**config.mk**
```make
export PLATFORM = sky130hd
export DESIGN_NAME = sdb_ctrl
export DESIGN_NICKNAME = d
export VERILOG_FILES = /design/src/sdb_pkg.sv /design/src/sdb_ctrl.sv
export VERILOG_INCLUDE_DIRS = /design/src
export SDC_FILE = /design/constraint.sdc
export NUM_CORES = 2
export LEC_CHECK = 0
export BUFFER_PORTS_ARGS = -buffer_cell sky130_fd_sc_hd__clkbuf_2
export CAP_MARGIN = 25
export CORE_MARGIN = 2
export CORE_UTILIZATION = 47
export CTS_CLUSTER_SIZE = 28
export DETAILED_ROUTE_END_ITERATION = 6
export PLACE_DENSITY = 0.77
export SYNTH_ARGS = -nofsm -noshare
export SYNTH_HDL_FRONTEND = slang
export SYNTH_SLANG_ARGS = --single-unit
```
**constraint.sdc**
```tcl
create_clock -name pclk -period 4.3 [get_ports pclk]
set_clock_uncertainty 0.15 [all_clocks]
set_input_delay 0.215 -clock pclk [delete_from_list [all_inputs] [get_ports pclk]]
set_output_delay 0.215 -clock pclk [all_outputs]
set_load 0.03 [all_outputs]
```
**src/sdb_consts.svh**
```systemverilog
`ifndef SDB_CONSTS_SVH
`define SDB_CONSTS_SVH
// ****************************************
// Register map
// ****************************************
`define SDB_BASE 20'hffff2
`define SDB_OFF_CFG0 12'h000
`define SDB_OFF_WBTO 12'h00c
`define SDB_OFF_CTRL 12'h010
`define SDB_OFF_CMD 12'h014
`define SDB_OFF_STAT 12'h018
// ****************************************
// Reset values
// ****************************************
`define SDB_CFG0_RST 32'h01f00000
`define SDB_WBTO_RST 32'h00000010
// ****************************************
// Field positions
// ****************************************
`define SDB_AP 24
`define SDB_XW 19
`define SDB_B1 7
`define SDB_T1 6
`define SDB_F1 5
`define SDB_B0 3
`define SDB_T0 2
`define SDB_F0 1
`define SDB_CS_BIT 27
`define SDB_CS_TAG 23
`define SDB_CMD_CS 3
`endif

```
**src/sdb_pkg.sv**
```systemverilog
package sdb_pkg;
    typedef enum logic [2:0] {
        SDB_ST_IDLE = 3'b000,
        SDB_ST_FLUSH = 3'b001,
        SDB_ST_READ = 3'b010,
        SDB_ST_CMD = 3'b011
    } sdb_phase_type;
    typedef enum logic [2:0] {
        SDB_MC_NOP = 3'b000,
        SDB_MC_READ = 3'b001,
        SDB_MC_WRITE = 3'b010,
        SDB_MC_PRECH = 3'b011,
        SDB_MC_REFRESH = 3'b100,
        SDB_MC_MODE = 3'b101
    } sdb_mem_cmd_type;
    typedef struct packed {
        logic valid;
        logic write;
        logic [31:0] addr;
        logic [31:0] wdata;
        logic [3:0] strb;
    } sdb_host_req_type;
    typedef struct packed {
        logic ready;
        logic [31:0] rdata;
    } sdb_host_rsp_type;
    typedef struct packed {
        logic req;
        sdb_mem_cmd_type cmd;
        logic cs;
        logic [14:0] row;
        logic [14:0] col;
        logic [127:0] wdata;
        logic [15:0] mask;
    } sdb_mem_req_type;
    typedef struct packed {
        sdb_phase_type phase;
        logic [31:0] cfg0;
        logic [31:0] wbto;
        logic wb_en;
        logic cmd_pend;
        sdb_mem_cmd_type cmd_code;
        logic cmd_cs;
        logic [14:0] cmd_row;
        logic act;
        logic flush_pend;
        logic [1:0] wb_valid;
        logic [1:0][27:0] wb_tag;
        logic [1:0][127:0] wb_data;
        logic [1:0][15:0] wb_mask;
        logic [15:0] timer;
        logic rb_valid;
        logic [27:0] rb_tag;
        logic [127:0] rb_data;
        logic [27:0] maddr;
        sdb_mem_req_type mem;
        sdb_host_rsp_type host;
        logic pready;
        logic pslverr;
        logic [31:0] prdata;
    } sdb_state_type;
endpackage : sdb_pkg

```
**src/sdb_ctrl.sv**
```systemverilog
`include "sdb_consts.svh"
// Function
// - Four-bank x16 non-256M on 16-bit bus: bank selects on lines 12 and 13.
// - 256M on 16-bit bus: banks on lines 13/14, row bits 24:12 on 12:0.
// - 16-bit bus: column phase drives line 0 low.
// - Column phase line 10 carries the auto-precharge setting.
// - Every memory read and write is a quad-word burst, invisible to software.
// - Write buffer has two quad-word halves; one fills while other drains.
// - Active half merges byte, halfword, word writes to same quad word.
// - Flush on write miss, read of merging quad, timeout, or buffer disabled.
// - Write miss swaps halves; old half flushes, new data merges in other.
// - Read of merging quad word waits for write-back before fetching.
// - Each buffer write reloads timeout counter; expiry forces a flush.
// - Read buffer keeps last quad word; hits need no memory access.
// - Write into read-buffered quad word invalidates only the read buffer.
// - Registers sit in a block at the fixed base address.
// - Registers accept word, halfword and byte accesses.
// - Bus width bit: clear is 32-bit (reset), set is 16-bit.
// - Per chip select bit marks two-bank (reset) or four-bank device.
// - Auto-precharge bit resets set; clear means no auto-precharge.
module sdb_ctrl (
    // Clock and reset
    input wire logic pclk,
    input wire logic presetn,
    // Register bus
    input wire logic psel,
    input wire logic penable,
    input wire logic pwrite,
    input wire logic [31:0] paddr,
    input wire logic [31:0] pwdata,
    input wire logic [3:0] pstrb,
    output logic [31:0] prdata,
    output logic pready,
    output logic pslverr,
    // Host side
    input wire sdb_pkg::sdb_host_req_type host_req,
    output sdb_pkg::sdb_host_rsp_type host_rsp,
    // Memory side
    output sdb_pkg::sdb_mem_req_type mem_req,
    input wire logic mem_ack,
    input wire logic [127:0] mem_rdata
);
    // ****************************************
    // Helpers
    // ****************************************
    sdb_pkg::sdb_state_type q;
    sdb_pkg::sdb_state_type next_q;
    logic [27:0] rtag;
    logic hit_act;
    logic rb_hit;
    logic take;
    logic fl;
    logic mem_rw;
    logic bsel;
    logic fsel;

    assign rtag = host_req.addr[31:4];
    assign hit_act = q.wb_valid[q.act] && (q.wb_tag[q.act] == rtag);
    assign rb_hit = q.rb_valid && (q.rb_tag == rtag);
    assign take = host_req.valid && !q.host.ready;
    assign fl = ~q.act;
    assign mem_rw = q.mem.req && (q.mem.cmd == sdb_pkg::SDB_MC_READ ||
                                  q.mem.cmd == sdb_pkg::SDB_MC_WRITE);
    assign bsel = q.maddr[`SDB_CS_TAG] ? q.cfg0[`SDB_B1] : q.cfg0[`SDB_B0];
    assign fsel = q.maddr[`SDB_CS_TAG] ? q.cfg0[`SDB_F1] : q.cfg0[`SDB_F0];

    assign prdata = q.prdata;
    assign pready = q.pready;
    assign pslverr = q.pslverr;
    assign host_rsp = q.host;
    assign mem_req = q.mem;

    // Byte-lane merge so narrow writes leave other lanes intact
    function automatic logic [31:0] bmerge(input logic [31:0] old,
                                           input logic [31:0] wd,
                                           input logic [3:0] st);
        logic [31:0] r;
        r = old;
        for (int i = 0; i < 4; i++) begin
            if (st[i]) begin
                r[8*i +: 8] = wd[8*i +: 8];
            end
        end
        return r;
    endfunction : bmerge

    // ****************************************
    // Row and column multiplexing
    // ****************************************
    // Unused lines repeat an address bit or are driven low; the devices ignore them
    function automatic logic [29:0] amux(input logic [31:0] a,
                                         input logic [31:0] c);
        logic cs;
        logic b;
        logic t;
        logic f;
        logic ap;
        logic [14:0] r;
        logic [14:0] k;
        cs = a[`SDB_CS_BIT];
        b = cs ? c[`SDB_B1] : c[`SDB_B0];
        t = cs ? c[`SDB_T1] : c[`SDB_T0];
        f = cs ? c[`SDB_F1] : c[`SDB_F0];
        ap = c[`SDB_AP];
        r = {a[11], a[10], a[11], a[23:12]};
        k = {a[11], a[10], a[11], a[23], ap, a[25], a[24], a[9:2]};
        if (c[`SDB_XW]) begin
            if (f) begin
                r = {a[11], a[10], a[24:12]};
                k = {a[11], a[10], 2'b00, ap, a[25], a[9:2], 1'b0};
            end else if (b && !t) begin
                r = {a[9], a[10], a[9], a[22], a[11], a[21:12]};
                k = {a[9], a[10], a[9], 1'b0, ap, a[24], a[23], a[8:2], 1'b0};
            end else if (b) begin
                r = {a[11], a[10], a[11], a[23:12]};
                k = {a[11], a[10], a[11], 1'b0, ap, a[24], a[9:2], 1'b0};
            end else if (!t) begin
                r = {1'b0, a[9], 1'b0, a[9], a[11], a[10], a[20:12]};
                k = {1'b0, a[9], 1'b0, a[9], ap, a[24], 1'b0, a[8:2], 1'b0};
            end else begin
                r = {1'b0, a[10], 1'b0, a[10], a[11], a[21:12]};
                k = {1'b0, a[10], 1'b0, a[10], ap, a[24], a[9:2], 1'b0};
            end
        end
        return {r, k};
    endfunction : amux

    // ****************************************
    // Next state
    // ****************************************
    always_comb begin
        logic swapped;
        logic go;
        logic wr;
        logic [29:0] rc;
        logic [31:0] v;
        swapped = 1'b0;
        go = 1'b0;
        wr = q.act;
        rc = '0;
        v = '0;
        next_q = q;
        next_q.host.ready = 1'b0;
        next_q.pready = 1'b0;
        if (q.wb_valid[q.act] && q.timer != 16'h0000) begin
            next_q.timer = q.timer - 16'h0001;
        end
        // Memory engine: one burst at a time, four words each
        case (q.phase)
            sdb_pkg::SDB_ST_IDLE: begin
                if (q.cmd_pend) begin
                    next_q.cmd_pend = 1'b0;
                    next_q.mem.req = 1'b1;
                    next_q.mem.cmd = q.cmd_code;
                    next_q.mem.cs = q.cmd_cs;
                    next_q.mem.row = q.cmd_row;
                    next_q.mem.col = '0;
                    next_q.phase = sdb_pkg::SDB_ST_CMD;
                end else if (q.flush_pend) begin
                    rc = amux({q.wb_tag[fl], 4'h0}, q.cfg0);
                    next_q.maddr = q.wb_tag[fl];
                    next_q.mem.req = 1'b1;
                    next_q.mem.cmd = sdb_pkg::SDB_MC_WRITE;
                    next_q.mem.cs = q.wb_tag[fl][`SDB_CS_TAG];
                    next_q.mem.row = rc[29:15];
                    next_q.mem.col = rc[14:0];
                    next_q.mem.wdata = q.wb_data[fl];
                    next_q.mem.mask = q.wb_mask[fl];
                    next_q.phase = sdb_pkg::SDB_ST_FLUSH;
                end
            end
            sdb_pkg::SDB_ST_FLUSH: begin
                if (mem_ack) begin
                    next_q.mem.req = 1'b0;
                    next_q.mem.cmd = sdb_pkg::SDB_MC_NOP;
                    next_q.wb_valid[fl] = 1'b0;
                    next_q.wb_mask[fl] = '0;
                    next_q.flush_pend = 1'b0;
                    next_q.phase = sdb_pkg::SDB_ST_IDLE;
                end
            end
            sdb_pkg::SDB_ST_READ: begin
                if (mem_ack) begin
                    next_q.mem.req = 1'b0;
                    next_q.mem.cmd = sdb_pkg::SDB_MC_NOP;
                    next_q.rb_valid = 1'b1;
                    next_q.rb_tag = q.maddr;
                    next_q.rb_data = mem_rdata;
                    next_q.host.ready = 1'b1;
                    next_q.host.rdata = mem_rdata[32*host_req.addr[3:2] +: 32];
                    next_q.phase = sdb_pkg::SDB_ST_IDLE;
                end
            end
            sdb_pkg::SDB_ST_CMD: begin
                if (mem_ack) begin
                    next_q.mem.req = 1'b0;
                    next_q.mem.cmd = sdb_pkg::SDB_MC_NOP;
                    next_q.phase = sdb_pkg::SDB_ST_IDLE;
                end
            end
            default: begin
                next_q.phase = sdb_pkg::SDB_ST_IDLE;
            end
        endcase
        // Host side: writes merge even while the other half drains
        if (take && host_req.write) begin
            if (hit_act || !q.wb_valid[q.act]) begin
                go = 1'b1;
            end else if (!q.flush_pend) begin
                next_q.act = ~q.act;
                next_q.flush_pend = 1'b1;
                swapped = 1'b1;
                wr = ~q.act;
                go = 1'b1;
            end
            // Miss with both halves busy: no answer until drained
            if (go) begin
                next_q.wb_valid[wr] = 1'b1;
                next_q.wb_tag[wr] = rtag;
                for (int i = 0; i < 4; i++) begin
                    if (host_req.strb[i]) begin
                        next_q.wb_data[wr][32*host_req.addr[3:2] + 8*i +: 8] =
                            host_req.wdata[8*i +: 8];
                        next_q.wb_mask[wr][4*host_req.addr[3:2] + i] = 1'b1;
                    end
                end
                next_q.timer = q.wbto[15:0];
                next_q.host.ready = 1'b1;
                if (rb_hit) begin
                    next_q.rb_valid = 1'b0;
                end
            end
        end else if (take) begin
            if (hit_act) begin
                if (!q.flush_pend) begin
                    next_q.act = ~q.act;
                    next_q.flush_pend = 1'b1;
                    swapped = 1'b1;
                end
            end else if (rb_hit) begin
                next_q.host.ready = 1'b1;
                next_q.host.rdata = q.rb_data[32*host_req.addr[3:2] +: 32];
            end else if (q.phase == sdb_pkg::SDB_ST_IDLE && !q.flush_pend &&
                         !q.cmd_pend) begin
                rc = amux({rtag, 4'h0}, q.cfg0);
                next_q.maddr = rtag;
                next_q.mem.req = 1'b1;
                next_q.mem.cmd = sdb_pkg::SDB_MC_READ;
                next_q.mem.cs = rtag[`SDB_CS_TAG];
                next_q.mem.row = rc[29:15];
                next_q.mem.col = rc[14:0];
                next_q.mem.mask = '1;
                next_q.phase = sdb_pkg::SDB_ST_READ;
            end
        end
        // Timeout or disabled buffer pushes the merging half out
        if (!swapped && !go && !q.flush_pend && q.wb_valid[q.act] &&
            (q.timer == 16'h0000 || !q.wb_en)) begin
            next_q.act = ~q.act;
            next_q.flush_pend = 1'b1;
        end
        // Register bus: one wait state, data registered with pready
        if (psel && penable && !q.pready) begin
            next_q.pready = 1'b1;
            next_q.pslverr = 1'b0;
            next_q.prdata = '0;
            if (paddr[31:12] != `SDB_BASE) begin
                next_q.pslverr = 1'b1;
            end else begin
                case (paddr[11:0])
                    `SDB_OFF_CFG0: next_q.prdata = q.cfg0;
                    `SDB_OFF_WBTO: next_q.prdata = q.wbto;
                    `SDB_OFF_CTRL: next_q.prdata = {31'h0, q.wb_en};
                    `SDB_OFF_CMD: next_q.prdata = {1'b0, q.cmd_row, 12'h000,
                                                   q.cmd_cs, q.cmd_code};
                    `SDB_OFF_STAT: next_q.prdata = {27'h0, q.act, q.rb_valid,
                                                    q.wb_valid[q.act],
                                                    q.flush_pend, q.cmd_pend};
                    default: next_q.pslverr = 1'b1;
                endcase
            end
        end
        if (psel && penable && q.pready && pwrite && !q.pslverr) begin
            case (paddr[11:0])
                `SDB_OFF_CFG0: next_q.cfg0 = bmerge(q.cfg0, pwdata, pstrb);
                `SDB_OFF_WBTO: next_q.wbto = bmerge(q.wbto, pwdata, pstrb);
                `SDB_OFF_CTRL: begin
                    v = bmerge({31'h0, q.wb_en}, pwdata, pstrb);
                    next_q.wb_en = v[0];
                end
                `SDB_OFF_CMD: begin
                    // Commands are taken one at a time; a busy write is dropped
                    v = bmerge(32'h0, pwdata, pstrb);
                    if (!q.cmd_pend && v[2:0] >= 3'h3 && v[2:0] <= 3'h5) begin
                        next_q.cmd_pend = 1'b1;
                        next_q.cmd_code = sdb_pkg::sdb_mem_cmd_type'(v[2:0]);
                        next_q.cmd_cs = v[`SDB_CMD_CS];
                        next_q.cmd_row = v[30:16];
                    end
                end
                default: begin
                end
            endcase
        end
    end

    // ****************************************
    // State register
    // ****************************************
    always_ff @(posedge pclk or negedge presetn) begin
        if (!presetn) begin
            q <= '0;
            q.cfg0 <= `SDB_CFG0_RST;
            q.wbto <= `SDB_WBTO_RST;
            q.wb_en <= 1'b1;
        end else begin
            q <= next_q;
        end
    end
endmodule : sdb_ctrl

```
# --- Word-level counts from Yosys, hierarchy flattened ---
# Cells that the tools add are included.
totals:
  register_bits: 883
  latch_bits: 0
  ramBits: 0
  rom_bits: 0
  n_memories: 0
op_classes:
  addsub: 11
  multipliers: 0
  n_div: 0
  order_cmp: 15
  eq_ne: 11
  shifts: 10
  n_mux: 157
  bitwise: 11
  reduce_logical: 61
ops:
  columns: ["cell", "count"]
  rows:
  - ["2-to-1 mux 288 bit", 10]
  - ["bitwise mux 256 bit", 4]
  - ["2-to-1 mux 128 bit", 6]
  - ["2-to-1 mux 363 bit", 2]
  - ["demux 128 bit (select 1 bit)", 4]
  - ["variable shift 8 x 34 -> 128 bit (first input constant)", 4]
  - ["indexed part select 8 x 34 -> 128 bit", 4]
  - ["2-to-1 mux 63 bit", 5]
  - ["2-to-1 mux 157 bit", 2]
  - ["indexed part select 128 x 8 -> 32 bit", 2]
  - ["2-to-1 mux 15 bit", 16]
  - ["2-to-1 mux 207 bit", 1]
  - ["2-to-1 mux 28 bit", 7]
  - ["2-to-1 mux 175 bit", 1]
  - ["2-to-1 mux 16 bit", 10]
  - ["one-hot mux 32 bit (5 select lines)", 1]
  - ["2-to-1 mux 144 bit", 1]
  - ["2-to-1 mux 32 bit", 4]
  - ["OR 32 bit", 4]
  - ["negation 8 -> 34 bit", 3]
  - ["2-to-1 mux 33 bit", 3]
  - ["2-to-1 mux 49 bit", 2]
  - ["demux 16 bit (select 1 bit)", 5]
  - ["2-to-1 mux 20 bit", 3]
  - ["other kinds (56)", 172]

# --- Longest topological paths before layout ---
depth:
  ltp_word: 27
  ltp_mapped: 12
  mapped_depth_nobuf: 9

# --- Worst setup path after synthesis ---
# Ideal clock, no wire load.
synth_timing:
  kind: "register to register"
  from: "reg q[794] (netlist name)"
  to: "reg q, in the netlist mem_req[173]"
  setup_time_ns: 0.127
  arrival_ns: 2.777
  t_required_ns: 4.023
  slack_ns: 1.246
  stages_incl_launch_ff: 12
  n_path_buf: 3
  period_less_slack_ns: 3.054
  path_cell_list: "dfrtp_1 > buf_2 > buf_4 > buf_2 > mux2i_1 > mux2i_1 > nand2_1 > or2_2 > a21oi_1 > o21bai_1 > a221oi_1 > nor2_1"
synth_lines:
  columns: ["element", "line", "rtl"]
  rows:
  - ["start: declaration", "sdb_ctrl.sv:46", "sdb_pkg::sdb_state_type q;"]
  - ["start signal: assignment", "sdb_ctrl.sv:317", "q <= next_q;"]

==> run summary <==
The cell area power density is 600.4 mW/mm^2, and the effective utilization at floorplan is 47.41%. After Yosys synthesis, full adders, half adders and majority gates account for 0.2393% of the synthesized area. From left edge to right edge, the die measures 302.4 um.

In this run the worst path has a maximum fanout of 28. The number of cell rows is 109. CTS saw 883 sinks. The flip-flop and latch count after synthesis came out at 883.

The first TritonRoute pass finished after 7 iterations. The global routing usage summed across all routing layers was 24.41%; the fraction of the cycle the final worst path needs was 92.64%. For this run, the leading register cell type out of synthesis is sky130_fd_sc_hd__dfrtp_1. The later pin in the worst-skew pair is clocked with a latency of 0.66 ns.

The cell area that synthesis handed to floorplanning was 0.04184 sq mm. Ranked by instance count, the synthesized netlist is headed by 876 x sky130_fd_sc_hd__dfrtp_1, 485 x sky130_fd_sc_hd__mux2_2, 329 x sky130_fd_sc_hd__nand2_1. The share of cells above drive strength 1 came out at 33.49%. Subtracting the final worst setup slack from the clock period gives 3.983 ns. The internal power component was 19.27 mW; the leakage power figure was 23.72 nW.

The HPWL after detailed placement is 74.23 mm. Maximum root-to-sink buffer count: 3. The number of flops mapped to enable cells by yosys works out to 0. Setup repair after global routing left no endpoint under its margin. The tools report the number of hold-repair buffers added at the cts stage as 239. After synthesis, the netlist uses 65 different library cells. After detailed routing, the number of vias per cell comes to 5.623. Counting flops with an async set or reset pin after synthesis yields a share of 100.0%. Sequential cells account for 41.0% of the total power. Origin of the critical flop-to-flop path: q[794]$_DFFE_PN0P_. By area, the combinational part of the netlist is dominated by multiplexers.

The overflow left after global routing was 0; the number of levels in the clock H-tree was 3. Summing the areas of all xor and xnor instances in the mapped netlist gives 1.549% of the synthesized area. The transition time at the pin with the least slew margin was 1.058 ns.

In this run, the number of DRC markers left after iteration 0 of detailed routing was 2462. Entering global routing, the biggest net connects 154 pins. Sorting the synthesized cells by area gives the leading types as sky130_fd_sc_hd__dfrtp_1 52%, sky130_fd_sc_hd__mux2_2 13%, sky130_fd_sc_hd__mux2i_1 6.0%. The layout overhead on the synthesized area is 18.67%.

The global-route wire length before repair is 173.5 mm. The checks that failed: DRC. The tightest hold path in the finished design has a slack of 0.02676 ns. Dividing the detail-routed wire length by the instance count gives 22.03 um.

The floorplan step defined a die boundary enclosing 0.09142 sq mm. The worst hold-check path type was input pin to async pin. Clock-pin slew on the worst setup and hold paths: 0.06 ns.

The post-placement setup slack came out at 0.3155 ns. The port buffer count is 515. Setup violations remaining at the end of the flow were counted as 0.

Counting every instance in the synthesized netlist gives 3438. The worst setup path is captured at a register. The worst setup path is launched from a register. The synthesized netlist devotes 8.574% of its cell area to simple gates. When the netlist entered floorplanning its net count stood at 3718. Of the total power, combinational logic draws 31.7%.

The logs give 29950 for the number of global-route vias before repair and 0 for the number of setup buffers added after CTS. The weighted congestion at the end of routability-driven global placement is 0.8847, and the number of buffers created by CTS is 92. For this run, the number of Yosys warnings is 0. Summing the areas of all compound-gate instances in the mapped netlist gives 6.367% of the synthesized area. The detail route stage leaves a number of antenna-violating nets equal to 0. Number of violations of the max-capacitance limit: 0.

The setup TNS after final layout was 0 ns. The total wire length was 113.8 mm; the count of instances resized after the clock tree is built was 0. The count of endpoints failing hold in the final timing report came out at 0. The upper clock frequency limit came out at 251.0 MHz. sky130_fd_sc_hd__dfrtp_1 is the most common cell in the netlist. The final worst-path setup slack is 0.3167 ns, and the switching share of total power is 35.35%. The analysis attributes to net switching a power of 10.54 mW. The core region is 0.08824 sq mm. The proportion of synthesized area in mux cells is 24.04%. The synthesized design devotes to its leading area cell type 52.40% of total area. The total power came out at 29.81 mW. TritonCTS built the clock tree. The logs give 29060 for the detailed-route via count and 29.47% for the worst slew margin relative to its limit. The logs give 0.5025 mV for the worst vdd rail ir drop and 16 for the initial antenna violation count.

In this run the count of I/O pins placed on the die edge is 518. The top cell type by total area after synthesis was sky130_fd_sc_hd__dfrtp_1. For the worst setup path, the data arrival time is 4.36 ns. The run gives 4.68 ns as the endpoint required time on the critical path. The final max-slew violation count was 0. The tools report the buffer type at the clock tree root as sky130_fd_sc_hd__clkbuf_16. In the routed design, unresolved DRC markers number 3.

The sequential-to-total area share from yosys stat came out at 52.84%. Worst setup path startpoint: q[794]$_DFFE_PN0P_. A synthesized cell averages 12.17 sq um. Class of the most critical setup path: register to register. The floorplan step set the die height to 302.4 um. The proportion of power drawn by the clock network came out at 27.3%. At the end of the flow, the number of nets in the layout was 4199. The run finished, with violations left.
## worst max-delay path, stage by stage (launching register included)
cell and delay, ns:
sky130_fd_sc_hd__dfrtp_4 0.68, sky130_fd_sc_hd__buf_4 0.39, sky130_fd_sc_hd__mux2i_1 0.29, sky130_fd_sc_hd__xnor2_1 0.11, sky130_fd_sc_hd__nor4_2 0.36, sky130_fd_sc_hd__nand3_1 0.21, sky130_fd_sc_hd__o21ai_2 0.40, sky130_fd_sc_hd__xnor2_2 0.18
sky130_fd_sc_hd__buf_12 0.24, sky130_fd_sc_hd__nand3_1 0.40, sky130_fd_sc_hd__mux2_2 0.42
## worst paths after layout
check                                     endpoint  slack [ns]  depth (start not counted)
setup / recovery                          register        0.32                         10
hold reg to reg            mem_req[19]$_DFFE_PN0P_        0.33                          2
max in group asynchronous                async pin        2.67                          3
setup reg to reg                          register        0.32                         10
min in group pclk                         register        0.04                          5
hold / removal              prdata[28]$_DFFE_PN0P_        0.03                          2
## per-layer routing
metal  routed length (um)  track usage (%)  vias up
met5                   24                0        -
met4                 5423            11.23        4
met3                 7510            4.920      307
met2                54760            39.82     1103
met1                46130            31.45    14760
li1                     -                -    12890
## cell usage in the layout, fill, tap and decap left out, types with 9 or more instances in the layout
cell type,instances
sky130_fd_sc_hd__inv_1,12
sky130_fd_sc_hd__mux2i_1,252
sky130_fd_sc_hd__a211oi_1,16
sky130_fd_sc_hd__and2_1,135
sky130_fd_sc_hd__clkbuf_1,20
sky130_fd_sc_hd__a21oi_1,88
sky130_fd_sc_hd__nor2b_1,15
sky130_fd_sc_hd__buf_4,53
sky130_fd_sc_hd__diode_2,14
sky130_fd_sc_hd__nand4_1,19
sky130_fd_sc_hd__dfrtp_1,875
sky130_fd_sc_hd__clkbuf_16,92
sky130_fd_sc_hd__mux4_2,64
sky130_fd_sc_hd__xnor2_1,67
sky130_fd_sc_hd__mux2_1,56
sky130_fd_sc_hd__o221ai_1,9
sky130_fd_sc_hd__clkbuf_8,22
sky130_fd_sc_hd__clkinv_2,12
sky130_fd_sc_hd__nand3_1,25
sky130_fd_sc_hd__buf_12,19
sky130_fd_sc_hd__nand2_1,329
sky130_fd_sc_hd__a32o_1,24
sky130_fd_sc_hd__dlygate4sd3_1,239
sky130_fd_sc_hd__a222oi_1,18
sky130_fd_sc_hd__nor2_1,99
sky130_fd_sc_hd__nor4_1,15
sky130_fd_sc_hd__o21ai_0,230
sky130_fd_sc_hd__clkbuf_2,513
sky130_fd_sc_hd__nand3_2,17
sky130_fd_sc_hd__a22oi_1,13
sky130_fd_sc_hd__nor3_1,20
sky130_fd_sc_hd__mux2_2,485
## through the flow
step / utilization, % / area (sq um) / instances
2_1_floorplan: - / 41840 / 3438
3_3_place_gp: 50.00 / 44120 / 4748
3_5_place_dp: 50.00 / 44120 / 4748
5_1_grt: 56.26 / 49650 / 5167
4_1_cts: 56.20 / 49590 / 5151
6_report: 56.27 / 49650 / 5168
## cell families (layout without fill, tap and decap cells)
kind of cell               Yosys count  in the layout
AOI/OAI and AO/OA                  442            442
xor gates and xnor gates            74             74
adders and majority gates            8              8
buffers and inverters              451           1002
DFF                                883            883
muxes                              857            857
other                                1             15
and+or+nand+nor                    722            722
## cell type report
type / instances / area, sq um
Timing Repair Buffer: 826 / 5764
Clock buffer: 134 / 2680
Antenna cell: 14 / 35.03
Fill cell: 6956 / 38590
Multi-Input combinational cell: 2104 / 17160
Inverter: 12 / 45.04
Tap cell: 1165 / 1458
Sequential cell: 883 / 22110
Clock inverter: 30 / 396.6
## power groups by stage
stage	registers [mW]	clock network, mW	logic [mW]
after floorplan	11.7	0	7.66
final	12.2	8.13	9.45
after global placement	12.1	0	8.93
after detailed placement	12.3	0	9.14
after global routing	12.5	8.62	10.1
after CTS	12.1	8.26	9.38
Note: power is estimated with default switching activity, not from simulation.
